[config.mk]
export PLATFORM = sky130hd
export DESIGN_NAME = scrtc_core
export DESIGN_NICKNAME = d
export VERILOG_FILES = /design/src/rtl/scrtc_pkg.sv /design/src/rtl/scrtc_core.sv
export VERILOG_INCLUDE_DIRS = /design/src /design/src/rtl
export SDC_FILE = /design/constraint.sdc
export NUM_CORES = 1
export LEC_CHECK = 0
export ABC_CLOCK_PERIOD_IN_PS = 7530
export BUFFER_PORTS_ARGS = -buffer_cell sky130_fd_sc_hd__buf_4
export CAP_MARGIN = 10
export CORE_MARGIN = 4
export CORE_UTILIZATION = 40
export CTS_CLUSTER_DIAMETER = 60
export DETAILED_ROUTE_END_ITERATION = 8
export PLACE_DENSITY = 0.6
export SLEW_MARGIN = 20
export SYNTH_ARGS = -nofsm -noshare
export SYNTH_HDL_FRONTEND = slang
export SYNTH_SLANG_ARGS = --single-unit
[constraint.sdc]
create_clock -name clk -period 7.53 [get_ports clk]
set_input_delay 1.1295 -clock clk [delete_from_list [all_inputs] [get_ports clk]]
set_output_delay 1.1295 -clock clk [all_outputs]
set_load 0.01 [all_outputs]
[src/rtl/scrtc_cfg.svh]
// register map, field positions, codes and timing counts of the serial core
`ifndef SCRTC_CFG_SVH
`define SCRTC_CFG_SVH
// word index of each register (byte address = index * 4)
`define SCRTC_A_BUF   2'h0
`define SCRTC_A_MOD   2'h1
`define SCRTC_A_CTL   2'h2
`define SCRTC_A_STA   2'h3
// mode register fields
`define SCRTC_M_FMT   1:0
`define SCRTC_M_CS    3:2
`define SCRTC_M_WU    4
`define SCRTC_M_RXE   5
`define SCRTC_M_HANDSHAKE_ENABLE  6
`define SCRTC_M_TB8   7
// control register fields
`define SCRTC_C_EDGE  0
`define SCRTC_C_DIR   1
`define SCRTC_C_PE    2
`define SCRTC_C_EVEN  3
`define SCRTC_C_FE    4
`define SCRTC_C_PARITY_ERROR_FLAG  5
`define SCRTC_C_OVERRUN_FLAG  6
`define SCRTC_C_RB8   7
`define SCRTC_C_CFG   3:0
`define SCRTC_C_ERR   6:4
// status register fields
`define SCRTC_S_RFULL 0
`define SCRTC_S_TFULL 1
`define SCRTC_S_TBUSY 2
`define SCRTC_S_RBUSY 3
// reset values
`define SCRTC_MOD_RST 8'h00
`define SCRTC_CTL_RST 8'h00
// frame formats
`define SCRTC_FMT_SH  2'h0
`define SCRTC_FMT_7   2'h1
`define SCRTC_FMT_8   2'h2
`define SCRTC_FMT_9   2'h3
// bit clock sources
`define SCRTC_CS_BRG  2'h0
`define SCRTC_CS_SYS  2'h1
`define SCRTC_CS_TMR  2'h2
// oversampling counts
`define SCRTC_OS_LAST 4'hF
`define SCRTC_OS_MID  4'h7
`define SCRTC_SMP_LO  4'h7
`define SCRTC_SMP_HI  4'h9
`define SCRTC_MAJ_LO  2'h2
// data bit counts
`define SCRTC_NB7     4'h7
`define SCRTC_NB8     4'h8
`define SCRTC_NB9     4'h9
`define SCRTC_SH_LAST 3'h7
`endif

[src/rtl/scrtc_pkg.sv]
// types of the serial core
package scrtc_pkg;
   typedef enum logic [1:0] {RX_IDLE, RX_START, RX_BITS, RX_STOP} scrtc_rx_type;
   typedef struct packed {
      logic [7:0]   mode;
      logic [7:0]   ctl;
      logic [7:0]   rbuf;
      logic         rfull;
      logic [7:0]   tbuf;
      logic         tfull;
      logic         tbusy;
      logic [9:0]   tsr;
      logic [3:0]   tleft;
      logic [3:0]   tph;
      logic [3:0]   tcnt;
      logic         cwait;
      logic         txd;
      scrtc_rx_type rst;
      logic [3:0]   rcnt;
      logic [8:0]   rsr;
      logic [3:0]   ridx;
      logic [1:0]   rzero;
      logic         sclk;
      logic         sprev;
      logic [2:0]   scnt;
      logic         dwr;
      logic [1:0]   dad;
      logic [31:0]  rdata;
      logic         rxi;
      logic         txi;
      logic         stb;
   } scrtc_state_type;
endpackage
[src/rtl/scrtc_core.sv]
// serial channel transmit/receive core with AHB-Lite register slave
//
// Functional notes
// - clock source field picks base clock
// - receiver samples pulses 7,8,9, majority vote
// - internal shift clock: sample on rising edge
// - external shift clock: sample on selected edge
// - start bit needs two of three lows
// - full character copied to buffer, interrupt
// - overrun flags error, drops new character
// - buffer read clears receive request
// - ninth/parity bit stored; wake-up filters interrupts
// - transmit bit clock every 16 pulses
// - internal shift clock: drive on rising edge
// - external shift clock: drive on selected edge
// - transmit starts at next bit clock rise
// - clear-to-send high holds next frame
// - after clear-to-send falls, start on fall
// - LSB first; then empty and interrupt
// - parity only in 7/8-bit formats
// - transmit parity generated from data
// - receive parity mismatch sets error flag
// - stop bit majority low is framing error
// - receive event timing per frame format
// - transmit interrupt as final bit starts
// - format 11 is 9-bit, no parity
// - shift receive only with receive enable
// - control register read clears error flags
//
// Our own choices: the register addresses and register access over AHB-Lite.
`timescale 1ns/1ps
`include "scrtc_cfg.svh"

module scrtc_core #(
   parameter bit HAS_CTS = 1'b1  // channel has a clear-to-send pin
) (
   input  wire logic        clk,                  // system clock
   input  wire logic        nrst,                 // async reset, low
   input  wire logic        ce,                   // clock enable
   input  wire logic        hsel,                 // ahb select
   input  wire logic [31:0] haddr,                // ahb address
   input  wire logic [1:0]  htrans,               // ahb transfer type
   input  wire logic        hwrite,               // ahb write
   input  wire logic [2:0]  hsize,                // ahb size, word only
   input  wire logic [31:0] hwdata,               // ahb write data
   input  wire logic        hready,               // ahb bus ready
   output logic             hreadyout,            // ahb slave ready
   output logic             hresp,                // ahb response
   output logic [31:0]      hrdata,               // ahb read data
   input  wire logic        brg_tick,             // baud generator pulse
   input  wire logic        sys_tick,             // system-derived pulse
   input  wire logic        timer0_match,         // timer 0 match pulse
   input  wire logic        receive_line,         // serial input
   output logic             transmit_line,        // serial output
   input  wire logic        shift_clock_in,       // shift clock pin in
   output logic             shift_clock_out,      // shift clock pin out
   output logic             shift_clock_oe,       // shift clock drive
   input  wire logic        clear_to_send_input,  // high holds sending
   output logic             receive_interrupt,    // character pulse
   output logic             transmit_interrupt,   // buffer empty pulse
   output logic             transmit_shift_strobe,// per-bit pulse
   output logic             transmit_bit_clock    // 16x divided clock
);

   scrtc_pkg::scrtc_state_type s_q;
   scrtc_pkg::scrtc_state_type s_d;

   logic [1:0] fmt;
   logic       uart;
   logic       pe;
   logic       receive_enable_bit;
   logic       tick;
   logic [3:0] nd;
   logic       at_last;
   logic       ptx;
   logic [8:0] pay;
   logic       hs_hold;
   logic       rise;
   logic       fall;
   logic [3:0] c;
   logic [1:0] zs;
   logic       maj;
   logic       xfer;
   logic       sh_run;
   logic       sh_edge;
   logic       prx;
   logic       a_ph;

   // ==========================================================
   // next state
   always_comb
   begin
      s_d = s_q;
      s_d.rxi = 1'b0;
      s_d.txi = 1'b0;
      s_d.stb = 1'b0;
      fmt = s_q.mode[`SCRTC_M_FMT];
      uart = (fmt != `SCRTC_FMT_SH);
      pe = s_q.ctl[`SCRTC_C_PE] & (fmt != `SCRTC_FMT_9);
      receive_enable_bit = s_q.mode[`SCRTC_M_RXE];
      xfer = 1'b0;
      sh_edge = 1'b0;
      prx = 1'b0;
      case (s_q.mode[`SCRTC_M_CS])
         `SCRTC_CS_BRG: tick = brg_tick;
         `SCRTC_CS_SYS: tick = sys_tick;
         `SCRTC_CS_TMR: tick = timer0_match;
         default:       tick = 1'b0;
      endcase
      case (fmt)
         `SCRTC_FMT_7: nd = `SCRTC_NB7 + {3'h0, pe};
         `SCRTC_FMT_8: nd = `SCRTC_NB8 + {3'h0, pe};
         default:      nd = `SCRTC_NB9;
      endcase
      at_last = (fmt == `SCRTC_FMT_9) | ((fmt == `SCRTC_FMT_8) & pe);
      // parity of the written data
      if (fmt == `SCRTC_FMT_7)
         ptx = ~s_q.ctl[`SCRTC_C_EVEN] ^ (^s_q.tbuf[6:0]);
      else
         ptx = ~s_q.ctl[`SCRTC_C_EVEN] ^ (^s_q.tbuf);
      // unused upper payload bits stay high, acting as stop bit
      case (fmt)
         `SCRTC_FMT_7: pay = {1'b1, pe ? ptx : 1'b1, s_q.tbuf[6:0]};
         `SCRTC_FMT_8: pay = {pe ? ptx : 1'b1, s_q.tbuf};
         default:      pay = {s_q.mode[`SCRTC_M_TB8], s_q.tbuf};
      endcase
      hs_hold = HAS_CTS & s_q.mode[`SCRTC_M_HANDSHAKE_ENABLE] & clear_to_send_input;
      rise = tick & (s_q.tcnt == `SCRTC_OS_LAST);
      fall = tick & (s_q.tcnt == `SCRTC_OS_MID);
      c = s_q.rcnt + 4'h1;
      zs = s_q.rzero + {1'b0, ~receive_line};
      maj = (zs < `SCRTC_MAJ_LO);
      sh_run = s_q.tfull | (receive_enable_bit & ~s_q.rfull);
      a_ph = hsel & htrans[1] & hready;

      // ==========================================================
      // bus address phase: reads and their side effects
      s_d.dwr = a_ph & hwrite;
      s_d.dad = haddr[3:2];
      if (a_ph & ~hwrite)
      begin
         s_d.rdata = 32'h0000_0000;
         case (haddr[3:2])
            `SCRTC_A_BUF:
            begin
               s_d.rdata[7:0] = s_q.rbuf;
               s_d.rfull = 1'b0;
            end
            `SCRTC_A_MOD: s_d.rdata[7:0] = s_q.mode;
            `SCRTC_A_CTL:
            begin
               s_d.rdata[7:0] = s_q.ctl;
               s_d.ctl[`SCRTC_C_ERR] = 3'h0;
            end
            `SCRTC_A_STA:
            begin
               s_d.rdata[`SCRTC_S_RFULL] = s_q.rfull;
               s_d.rdata[`SCRTC_S_TFULL] = s_q.tfull;
               s_d.rdata[`SCRTC_S_TBUSY] = s_q.tbusy;
               s_d.rdata[`SCRTC_S_RBUSY] = (s_q.rst != scrtc_pkg::RX_IDLE);
            end
            default: s_d.rdata = 32'h0000_0000;
         endcase
      end

      // ==========================================================
      // shift mode
      s_d.sprev = shift_clock_in;
      if (!uart)
      begin
         if (!s_q.ctl[`SCRTC_C_DIR])
         begin
            if (brg_tick & (sh_run | s_q.sclk))
               s_d.sclk = ~s_q.sclk;
            sh_edge = brg_tick & sh_run & ~s_q.sclk;
         end
         else if (s_q.ctl[`SCRTC_C_EDGE])
            sh_edge = sh_run & ~shift_clock_in & s_q.sprev;
         else
            sh_edge = sh_run & shift_clock_in & ~s_q.sprev;
         if (sh_edge)
         begin
            s_d.scnt = s_q.scnt + 3'h1;
            if (s_q.tfull)
            begin
               s_d.txd = s_q.tbuf[s_q.scnt];
               s_d.stb = 1'b1;
            end
            if (receive_enable_bit & ~s_q.rfull)
               s_d.rsr[s_q.scnt] = receive_line;
            if (s_q.scnt == `SCRTC_SH_LAST)
            begin
               if (s_q.tfull)
               begin
                  s_d.tfull = 1'b0;
                  s_d.txi = 1'b1;
               end
               if (receive_enable_bit & ~s_q.rfull)
               begin
                  s_d.rbuf = s_d.rsr[7:0];
                  s_d.rfull = 1'b1;
                  s_d.rxi = 1'b1;
               end
            end
         end
      end
      else
      begin
         s_d.sclk = 1'b0;
         s_d.scnt = 3'h0;

         // ==========================================================
         // uart transmitter
         if (tick)
            s_d.tcnt = s_q.tcnt + 4'h1;
         if (s_q.tbusy & tick & (s_q.tcnt == s_q.tph))
         begin
            s_d.stb = 1'b1;
            if (s_q.tleft == 4'h0)
               s_d.tbusy = 1'b0;
            else
            begin
               s_d.txd = s_q.tsr[0];
               s_d.tsr = {1'b1, s_q.tsr[9:1]};
               s_d.tleft = s_q.tleft - 4'h1;
               if (s_q.tleft == 4'h1)
               begin
                  s_d.tfull = 1'b0;
                  s_d.txi = 1'b1;
               end
            end
         end
         else if (!s_q.tbusy & s_q.tfull)
         begin
            if (hs_hold)
               s_d.cwait = 1'b1;
            else if (s_q.cwait ? fall : rise)
            begin
               s_d.tbusy = 1'b1;
               s_d.txd = 1'b0;
               s_d.stb = 1'b1;
               s_d.tsr = {1'b1, pay};
               s_d.tleft = nd + 4'h1;
               s_d.tph = s_q.cwait ? `SCRTC_OS_MID : `SCRTC_OS_LAST;
               s_d.cwait = 1'b0;
            end
         end

         // ==========================================================
         // uart receiver
         if (!receive_enable_bit)
            s_d.rst = scrtc_pkg::RX_IDLE;
         else if (s_q.rst == scrtc_pkg::RX_IDLE)
         begin
            if (tick & ~receive_line)
            begin
               s_d.rst = scrtc_pkg::RX_START;
               s_d.rcnt = 4'h0;
               s_d.rzero = 2'h0;
            end
         end
         else if (tick)
         begin
            s_d.rcnt = c;
            if ((c >= `SCRTC_SMP_LO) & (c <= `SCRTC_SMP_HI))
               s_d.rzero = zs;
            if (c == `SCRTC_SMP_HI)
            begin
               s_d.rzero = 2'h0;
               case (s_q.rst)
                  scrtc_pkg::RX_START:
                  begin
                     s_d.ridx = 4'h0;
                     if (maj)
                        s_d.rst = scrtc_pkg::RX_IDLE;
                     else
                        s_d.rst = scrtc_pkg::RX_BITS;
                  end
                  scrtc_pkg::RX_BITS:
                  begin
                     s_d.rsr[s_q.ridx] = maj;
                     if (s_q.ridx == nd - 4'h1)
                     begin
                        s_d.rst = scrtc_pkg::RX_STOP;
                        xfer = at_last;
                     end
                     else
                        s_d.ridx = s_q.ridx + 4'h1;
                  end
                  scrtc_pkg::RX_STOP:
                  begin
                     if (!maj)
                        s_d.ctl[`SCRTC_C_FE] = 1'b1;
                     xfer = ~at_last;
                     s_d.rst = scrtc_pkg::RX_IDLE;
                  end
                  default: s_d.rst = scrtc_pkg::RX_IDLE;
               endcase
            end
         end

         // character hand-off to the holding buffer
         if (fmt == `SCRTC_FMT_7)
            prx = ~s_q.ctl[`SCRTC_C_EVEN] ^ (^s_d.rsr[6:0]) ^ s_d.rsr[7];
         else
            prx = ~s_q.ctl[`SCRTC_C_EVEN] ^ (^s_d.rsr[7:0]) ^ s_d.rsr[8];
         if (xfer & ~((fmt == `SCRTC_FMT_9) & s_q.mode[`SCRTC_M_WU] & ~s_d.rsr[8]))
         begin
            if (s_d.rfull)
               s_d.ctl[`SCRTC_C_OVERRUN_FLAG] = 1'b1;
            else
            begin
               if ((fmt == `SCRTC_FMT_7) & ~pe)
                  s_d.rbuf = {1'b0, s_d.rsr[6:0]};
               else
                  s_d.rbuf = s_d.rsr[7:0];
               if (at_last)
                  s_d.ctl[`SCRTC_C_RB8] = s_d.rsr[8];
               if (pe & prx)
                  s_d.ctl[`SCRTC_C_PARITY_ERROR_FLAG] = 1'b1;
               s_d.rfull = 1'b1;
               s_d.rxi = 1'b1;
            end
         end
      end

      // ==========================================================
      // bus data phase: writes
      if (s_q.dwr)
      begin
         case (s_q.dad)
            `SCRTC_A_BUF:
            begin
               s_d.tbuf = hwdata[7:0];
               s_d.tfull = 1'b1;
               if (!uart)
                  s_d.scnt = 3'h0;
            end
            `SCRTC_A_MOD: s_d.mode = hwdata[7:0];
            `SCRTC_A_CTL: s_d.ctl[`SCRTC_C_CFG] = hwdata[`SCRTC_C_CFG];
            default: s_d.dwr = s_d.dwr;
         endcase
      end
   end

   // ==========================================================
   // state register
   always_ff @(posedge clk or negedge nrst)
   begin
      if (!nrst)
      begin
         s_q <= '0;
         s_q.mode <= `SCRTC_MOD_RST;
         s_q.ctl <= `SCRTC_CTL_RST;
         s_q.txd <= 1'b1;
         s_q.rst <= scrtc_pkg::RX_IDLE;
      end
      else if (ce)
         s_q <= s_d;
   end

   // ==========================================================
   // outputs
   assign hreadyout = 1'b1;
   assign hresp = 1'b0;
   assign hrdata = s_q.rdata;
   assign transmit_line = s_q.txd;
   assign shift_clock_out = s_q.sclk;
   assign shift_clock_oe = (s_q.mode[`SCRTC_M_FMT] == `SCRTC_FMT_SH) & ~s_q.ctl[`SCRTC_C_DIR];
   assign receive_interrupt = s_q.rxi;
   assign transmit_interrupt = s_q.txi;
   assign transmit_shift_strobe = s_q.stb;
   assign transmit_bit_clock = ~s_q.tcnt[3];

endmodule // scrtc_core

==> results of run 1 <==
## flip-flops by register name, summed over array words and instances (netlist names)
signal	cells
receive_enable_bit	1
hrdata	8
receive_interrupt	1
shift_clock_out	1
transmit_interrupt	1
fmt	2
transmit_line	1
s_q	81
transmit_shift_strobe	1
## per-layer routing
metal	global-route usage, %	part of all wire [%]	up-vias
li1	-	-	2302
met1	23.1	45	2268
met2	28.8	48	83
met3	2.52	3.8	27
met4	6.07	2.6	0
met5	0	0	-
## synth_stat cells (7+ instances only)
cell type	instances	share of area, %
nand3_1	18	1.5
mux2_2	37	6.8
xnor2_1	18	2.6
dfrtp_1	96	39
inv_1	27	1.7
ha_1	23	4.7
nor3_1	7	0.57
nor2b_1	10	1.0
buf_4	34	4.2
a21oi_1	33	2.7
o21ai_0	61	5.0
clkbuf_1	23	1.4
and2_1	9	0.92
nor2_1	49	3.0
nor4_1	7	0.71
nand2_1	74	4.5
mux2i_1	14	2.3
a22oi_1	10	1.2
## cell families (layout without fill, tap and decap cells)
| logic type | Yosys count | in the layout | synth area share [%] |
|---|---|---|---|
| other | 2 | 26 | 0.122 |
| AND/OR/NAND/NOR | 213 | 213 | 17.1 |
| AO/OA/AOI/OAI | 149 | 149 | 15.4 |
| buffers and inverters | 88 | 87 | 7.50 |
| XOR/XNOR | 26 | 26 | 4.16 |
| flip-flops | 97 | 97 | 39.6 |
| adder cells (fa/ha/maj) | 23 | 23 | 4.69 |
| multiplexers | 58 | 58 | 11.5 |
## worst reg2reg max path, cell delays in order, from the launching register on
cell and delay (ns):
dfrtp_1 0.43, inv_1 0.10, ha_1 0.25, inv_1 0.18, nand2_1 0.20, nor2_1 0.43
nand4_1 0.33, mux2i_1 0.22, or4_1 0.64, a21oi_2 0.20, o21ai_2 0.17, mux2_1 0.37
## power by group
| part | switching (W) | total [W] | internal [W] |
|---|---|---|---|
| combinational | 0.000292 | 0.000543 | 0.000251 |
| clock | 0.000205 | 0.000429 | 0.000225 |
| sequential | 0.000101 | 0.000714 | 0.000613 |
## area by class of cell
type | instances | area share [%]
Clock buffer | 10 | 3.41
Clock inverter | 5 | 0.615
Inverter | 28 | 1.57
Multi-Input combinational cell | 495 | 49.8
Sequential cell | 97 | 36.2
Tap cell | 188 | 3.50
Timing Repair Buffer | 44 | 4.92
## through the flow
stage	utilization (%)	area, sq um
floorplan	-	6230
global placement	42.7	6440
detailed placement	42.7	6440
CTS	44.5	6710
global route	44.5	6710
finish	44.5	6710
## worst paths after layout
path	start	endpoint	slack, ns	cells after the start
setup / recovery	brg_tick	s_q[106]	3.74	10
hold / removal	s_q[87]	s_q[87]	0.48	1
setup reg to reg	s_q[62]	s_q[106]	3.90	11
hold reg to reg	s_q[87]	s_q[87]	0.48	1
max in group asynchronous	nrst	s_q[62]	5.63	2
min in group asynchronous	nrst	s_q[119]	0.73	1
==> impl_metrics.toml, run 1 <==
[clock_network]
cts-resized-gates = 0
cts_buffer_depth = 2
clk_latency_ns = 0.35
clkTransAtPathRegs_ns = 0.07
cts_tree = "done"
cts_hold_buf = 0
cts-root-buf = "clkbuf_16"
numCtsBuffers = 9
post-cts-setup-buffers = 0
cts_max_level = 3
numClockSinks = 97

[finish]
layout_common_cells = "dfrtp_1 (96), nand2_1 (74), o21ai_0 (61), nor2_1 (49), buf_4 (44)"
regArea_sq_um = 2430
multi_input_area_sq_um = 3340
drive_gt1_share_pct = 17.8
diodes = 0
fill_cells = 1470
final_common_cell = "dfrtp_1"
area_growth_syn_to_layout_pct = 9.38
final_cells = 867
fin_nets = 779

[drt]
drtIter0Drc = 301
totalWireLength_mm = 14.8
via_per_inst = 5.40
drt-pass1-iter-count = 5
antenna_left = 0
drc = 0
vias = 4680
wl_per_cell_um = 17.1

[setup_path]
worstPathRequired_ns = 7.77
critPathSlowestCell = "or4_1"
cp-start-kind = "input port"
cp_top_family = "simple AND/OR/NAND/NOR gates"
crit_buf_inv = 1
crit_fanout = 11
critPathKind = "input port to register"
end_kind = "register"
crit_top_cell = "mux2i_1"
path_cells = "buf_4 -> mux2i_1 -> o21a_1 -> nor2_1 -> nand4_1 -> mux2i_1 -> or4_1 -> a21oi_2 -> o21ai_2 -> mux2_1"
slowest_delay_ns = 0.64
worstPathArrival_ns = 4.03

[logic_synthesis]
ys_seq_elements = 97
synth-async-reset-ratio_pct = 100
yosysWarnings = 0
yosysUniqueCellTypes = 65
ys.flop_type = "dfrtp_1"
syn_inst = 656
synth-seq-area-share_pct = 39.6
synth-edff-count = 0
syn_area_sq_um = 6140
avgSynthCellArea_sq_um = 9.36

[timing]
skew_ns = 0.0114
fin_ws_ns = 3.74
period_needed_ns = 3.79
max_freq_mhz = 264
hold_viol = 0
max_slew.worst_pin.slew_ns = 0.880
rsz0062_at_grt = "false"
max_slew_margin_pct = 41.1
hold_ws_ns = 0.476
finalSetupViolCount = 0
fin_tns_setup_ns = 0
period_share_pct = 50.4
finalMaxSlewViolations = 0

[place]
io_buffers = 37
place_congestion = 0.855
place_inst = 852
hpwl_mm = 11.1
dp_slack_ns = 3.38

[job]
maxCapViolCount = 0

[floorplan]
row_count = 45
die_width_um = 132
die_area_sq_um = 17400
core_area_sq_um = 15100
ios = 122
die_h_um = 132
start_util_pct = 40.7

[grt]
grt-ovfl-total = 0
grt_max_degree = 62
grt_pass1_wl_mm = 24.1
grt_usage_pct = 17.3
antenna_found_initial = 0
grt_pass1_vias = 4509

[power_and_ir_drop]
p_total_w = 0.00169
ir_drop_mv = 0.159
power_density_nw_per_um2 = 251
p_leak_nw = 2.91

[worst_hold_path]
hold_class = "register to register"

[status]
status = "complete, no violations"
(Power assumes the default switching activity.)
==> inputs of run 2 (changes only) <==
ABC_AREA = 1   (was not set)
ABC_CLOCK_PERIOD_IN_PS = 3500   (was 7530)
clock period = 3.5 ns   (was 7.53 ns; I/O delays follow)
==> run 2 against run 1 <==
Net effect: synthesized cell count grew 29%; final cell count grew 26%; utilization grew 0.85 points; worst setup slack lost 2.9 ns; sequential share of layout area shrank 1.2 points; clock skew shrank 0.0026 ns; global-route usage grew 1.5 points; non-clock buffer count grew 2; via count grew 20%; combinational power grew 130%; flip-flop and latch count is the same; power grew 120%; largest cell class unchanged; largest power group unchanged.
==> impl_metrics.toml, run 2 <==
[status]
status = "complete, no violations"

[clock_network]
cts-resized-gates = 0
numCtsBuffers = 9
cts_hold_buf = 0
clkTransAtPathRegs_ns = 0.07
cts_max_level = 3
numClockSinks = 97
cts_buffer_depth = 2
post-cts-setup-buffers = 0
cts-root-buf = "clkbuf_16"
clk_latency_ns = 0.35
cts_tree = "done"

[logic_synthesis]
yosysUniqueCellTypes = 53
ys_seq_elements = 97
ys.flop_type = "dfrtp_1"
post-synth-top-count-cell = "nand2_1"
yosysWarnings = 0
synth_top_area_share_pct = 38.1
syn_inst = 849
synth_commonest_cells = "nand2_1 (192), inv_1 (105), dfrtp_1 (96)"
synth_area_leaders = "dfrtp_1 (38%), nand2_1 (11%), inv_1 (6.2%)"
syn_area_sq_um = 6310
synth-seq-area-share_pct = 38.5
synth-async-reset-ratio_pct = 100
synth-edff-count = 0
avgSynthCellArea_sq_um = 7.43
yosysTopAreaCell = "dfrtp_1"

[finish]
layout_common_cells = "nand2_1 (192), inv_1 (105), dfrtp_1 (96), nor2_1 (82), o21ai_0 (74)"
area_growth_syn_to_layout_pct = 9.99
fin_nets = 981
diodes = 0
largest_reg_flops = 81
largest-register = "s_q"
drive_gt1_share_pct = 11.3
final_common_cell = "nand2_1"
final_cells = 1093
final_util_pct = 45.3

[floorplan]
die_width_um = 134
die_area_sq_um = 17900
die_h_um = 134
core_area_sq_um = 15300
ios = 122
start_util_pct = 41.2
row_count = 45

[grt]
grt_usage_pct = 18.8
grt_pass1_wl_mm = 26.8
grt-ovfl-total = 0
antenna_found_initial = 0
grt_max_degree = 49
grt_pass1_vias = 5063

[timing]
fin_tns_setup_ns = 0
hold_viol = 0
finalSetupViolCount = 0
rsz0062_at_grt = "false"
max_freq_mhz = 373
period_needed_ns = 2.68
max_slew_margin_pct = 56.5
skew_ns = 0.00880
period_share_pct = 76.6
fin_ws_ns = 0.820
max_slew.worst_pin.slew_ns = 0.652
finalMaxSlewViolations = 0

[setup_path]
critPathKind = "register to register"
cp-start-kind = "register"
crit_fanout = 12
worstPathArrival_ns = 2.93
end_kind = "register"
worstPathRequired_ns = 3.75

[place]
place_congestion = 0.920
io_buffers = 37
dp_slack_ns = 0.719
place_inst = 1077
hpwl_mm = 12.7

[drt]
totalWireLength_mm = 16.6
vias = 5616
drtIter0Drc = 330
via_per_inst = 5.14
wl_per_cell_um = 15.2
antenna_left = 0
drt-pass1-iter-count = 5
drc = 0

[power_and_ir_drop]
p_leak_nw = 3.42
ir_drop_mv = 0.357
p_total_w = 0.00372
power_density_nw_per_um2 = 536

[job]
maxCapViolCount = 0

[worst_hold_path]
hold_class = "input port to async pin"
-- run 2: path summary, 6_finish.rpt --
kind,start,endpoint,slack (ns),cells after the start
min in group clk,shift_clock_in,s_q[41],0.42,3
max,s_q[62],s_q[102],0.82,16
max in group asynchronous,nrst,transmit_line,2.44,2
min,nrst,s_q[107],0.18,1
min reg2reg,s_q[87],s_q[87],0.48,1
max reg2reg,s_q[62],s_q[102],0.82,16
-- run 2: report_power, final --
group          switching, W  internal [W]  leakage, nW
sequential         0.000190       0.00129         1.21
combinational      0.000809      0.000450         2.06
clock              0.000471      0.000512        0.145
total               0.00147       0.00225         3.42
-- run 2: kinds of logic after synthesis --
logic type / share of synthesized area, %
compound gates: 15.4
xor+xnor: 2.36
fa+ha+maj: 4.56
buf+inv: 12.3
flops: 38.5
mux: 0.496
other cells: 0.119
simple gates: 26.3
-- run 2: area by class of cell --
type                       instances  area, sq um
sequential                        97         2430
fill                            1575         8370
timing repair buffer              46          345
clock buffer                      10          239
clock inverter                     6         51.3
tap                              211          264
multi-input combinational        611         3190
inverter                         112          420
-- run 2: worst max-delay path, cell delays in order, from the launching register on --
cell,delay (ns)
dfrtp_1,0.38
inv_1,0.08
ha_1,0.31
inv_1,0.13
nand2_1,0.10
nor2_2,0.43
nand3_1,0.13
nand2_1,0.10
nand2_2,0.08
inv_2,0.08
nor2_2,0.05
nor2_4,0.11
nand2_4,0.12
o21ai_2,0.14
o21ai_2,0.13
nor2_1,0.15
nor2_1,0.05
-- run 2: routing by layer --
layer | up-vias | GRT usage [%] | routed length [um]
met5 | - | 0 | 0
met4 | 0 | 5.49 | 306
met3 | 18 | 3.74 | 989
met2 | 162 | 28.8 | 7540
met1 | 2649 | 26.9 | 7740
li1 | 2787 | - | -
-- run 2: stage by stage --
step                hold WS, ns  area (sq um)
floorplan                 0.229          6400
global placement          0.459          6650
detailed placement        0.458          6650
CTS                       0.205          6940
global route              0.233          6940
finish                    0.180          6940
==> inputs of run 3 (changes only) <==
ABC_CLOCK_PERIOD_IN_PS = 2200   (was 3500)
PLACE_DENSITY = 0.62   (was 0.6)
clock period = 2.2 ns   (was 3.5 ns; I/O delays follow)
==> run 3 against run 2 <==
Net effect: the run now ends with negative setup slack left; largest power group is now combinational cells; via count rose by 5.1%; final cell count rose by 7.6%; first-iteration DRC count rose by 27%; non-clock buffer count rose by 82; routed wire length rose by 6.4%; clock skew rose by 0.0026 ns; cell area rose by 17%; sequential share of layout area fell by 5.0 points; worst setup slack got worse by 0.83 ns; global-route usage rose by 0.74 points; clock-buffer cell count did not move; critical path depth rose by 4.
==> impl_metrics.toml, run 3 (synthesis gave the netlist of run 2 again) <==
[timing]
skew_ns = 0.0114
rsz0062_at_grt = "true"
hold_viol = 0
fin_tns_setup_ns = -0.0191
max_slew.worst_pin.slew_ns = 0.559
finalSetupViolCount = 4
period_needed_ns = 2.21
fin_ws_ns = -0.0108
finalMaxSlewViolations = 0
hold_ws_ns = 0.195
period_share_pct = 100
max_freq_mhz = 452
max_slew_margin_pct = 62.3

[setup_path]
worstPathRequired_ns = 2.50
cp-start-kind = "register"
crit_fanout = 7
end_kind = "register"
critPathKind = "register to register"
worstPathArrival_ns = 2.51

[floorplan]
die_h_um = 134
start_util_pct = 41.2
core_area_sq_um = 15300
ios = 122
row_count = 45
die_area_sq_um = 17900
die_width_um = 134

[grt]
grt_pass1_wl_mm = 28.0
grt_max_degree = 41
grt_usage_pct = 19.5
antenna_found_initial = 0
grt_pass1_vias = 5509
grt-ovfl-total = 0

[drt]
wl_per_cell_um = 15.0
totalWireLength_mm = 17.6
via_per_inst = 5.02
drt-pass1-iter-count = 5
vias = 5904
drc = 0
antenna_left = 0
drtIter0Drc = 419

[status]
status = "complete, but fails checks"
failed_checks = "negative setup slack"

[clock_network]
cts_buffer_depth = 2
clk_latency_ns = 0.36
cts_tree = "done"
cts_max_level = 3
clkTransAtPathRegs_ns = 0.07
numCtsBuffers = 9
numClockSinks = 97
cts-root-buf = "clkbuf_16"

[place]
placed_area_sq_um = 7210
dp_slack_ns = -0.115
hpwl_mm = 13.3
place_congestion = 0.928
io_buffers = 37

[finish]
drive_gt1_share_pct = 28.5
final_util_pct = 53.0
fin_nets = 1064
layout_common_cells = "nand2_1 (158), buf_4 (118), inv_1 (93), dfrtp_1 (92), nor2_1 (72)"
fin_area_sq_um = 8120
largest-register = "s_q"
area_growth_syn_to_layout_pct = 28.7
largest_reg_flops = 81
diodes = 0
fill_cells = 1501
final_common_cell = "nand2_1"

[power_and_ir_drop]
ir_drop_mv = 0.491
p_leak_nw = 3.89
power_density_nw_per_um2 = 852

[worst_hold_path]
hold_class = "input port to register"

[job]
maxCapViolCount = 0
## run 3: per-layer routing
metal / track usage [%] / vias to the layer above / part of all wire, %
met3: 2.95 / 27 / 4.9
met4: 7.26 / 0 / 2.7
met2: 30.7 / 146 / 46
met5: 0 / - / 0
li1: - / 2960 / -
met1: 27.3 / 2771 / 46
## run 3: worst max-delay path, stage by stage, from the launching register on
cell and delay [ns]:
dfrtp_1 0.42, ha_2 0.23, inv_2 0.04, nand2_2 0.07, nand2_2 0.08, nor2_4 0.08
nand2_2 0.07, nor2_4 0.16, buf_12 0.16, nand2_1 0.09, nand2_2 0.11, nand2_2 0.06
nand2_1 0.07, nand2_2 0.07, inv_1 0.06, nand2_1 0.06, nand2_2 0.08, inv_1 0.05
nand3_2 0.07, nand3_2 0.07, nand2_2 0.06
## run 3: power breakdown
group	switching (W)	internal (W)	leakage (nW)	total (W)
Sequential	0.000307	0.00206	1.21	0.00237
Combinational	0.00161	0.00118	2.52	0.00279
Clock	0.000747	0.00101	0.156	0.00176
## run 3: path summary, 6_finish.rpt
path / start / endpoint / slack [ns] / depth (start not counted)
hold / removal: shift_clock_in / s_q[41] / 0.19 / 3
min in group asynchronous: nrst / s_q[93] / 0.44 / 2
setup reg to reg: s_q[59] / s_q[112] / -0.01 / 20
max in group asynchronous: nrst / fmt[0] / 1.11 / 3
hold reg to reg: hrdata[4] / hrdata[4] / 0.48 / 1
setup / recovery: s_q[59] / s_q[112] / -0.01 / 20
## run 3: repair_timing
action | in CTS | in global routing
endpoints found under the setup margin | 15 | 31
gates cloned | 0 | 2
setup buffers | 1 | 11
pin swaps | 0 | 55
endpoints found under the hold margin | 27 | 0
hold buffers | 1 | 0
gates resized for setup | 15 | 117
## run 3: area by class of cell
| type | instances | area (sq um) | share of cell area [%] |
|---|---|---|---|
| clock inverters | 6 | 96.3 | 1.19 |
| well taps | 211 | 264 | 3.25 |
| multi-input cells | 612 | 3620 | 44.6 |
| repair buffers | 128 | 1050 | 12.9 |
| flip-flops and latches | 97 | 2430 | 30.0 |
| inverters | 112 | 430 | 5.30 |
| clock buffers | 10 | 229 | 2.82 |
## run 3: stage by stage
step | total power, W | cells
final | 0.00692 | 1176
after global routing | 0.00739 | 1176
after CTS | 0.00652 | 1163
after detailed placement | 0.00469 | 1145
after global placement | 0.00466 | 1145
after floorplan | 0.00382 | 873
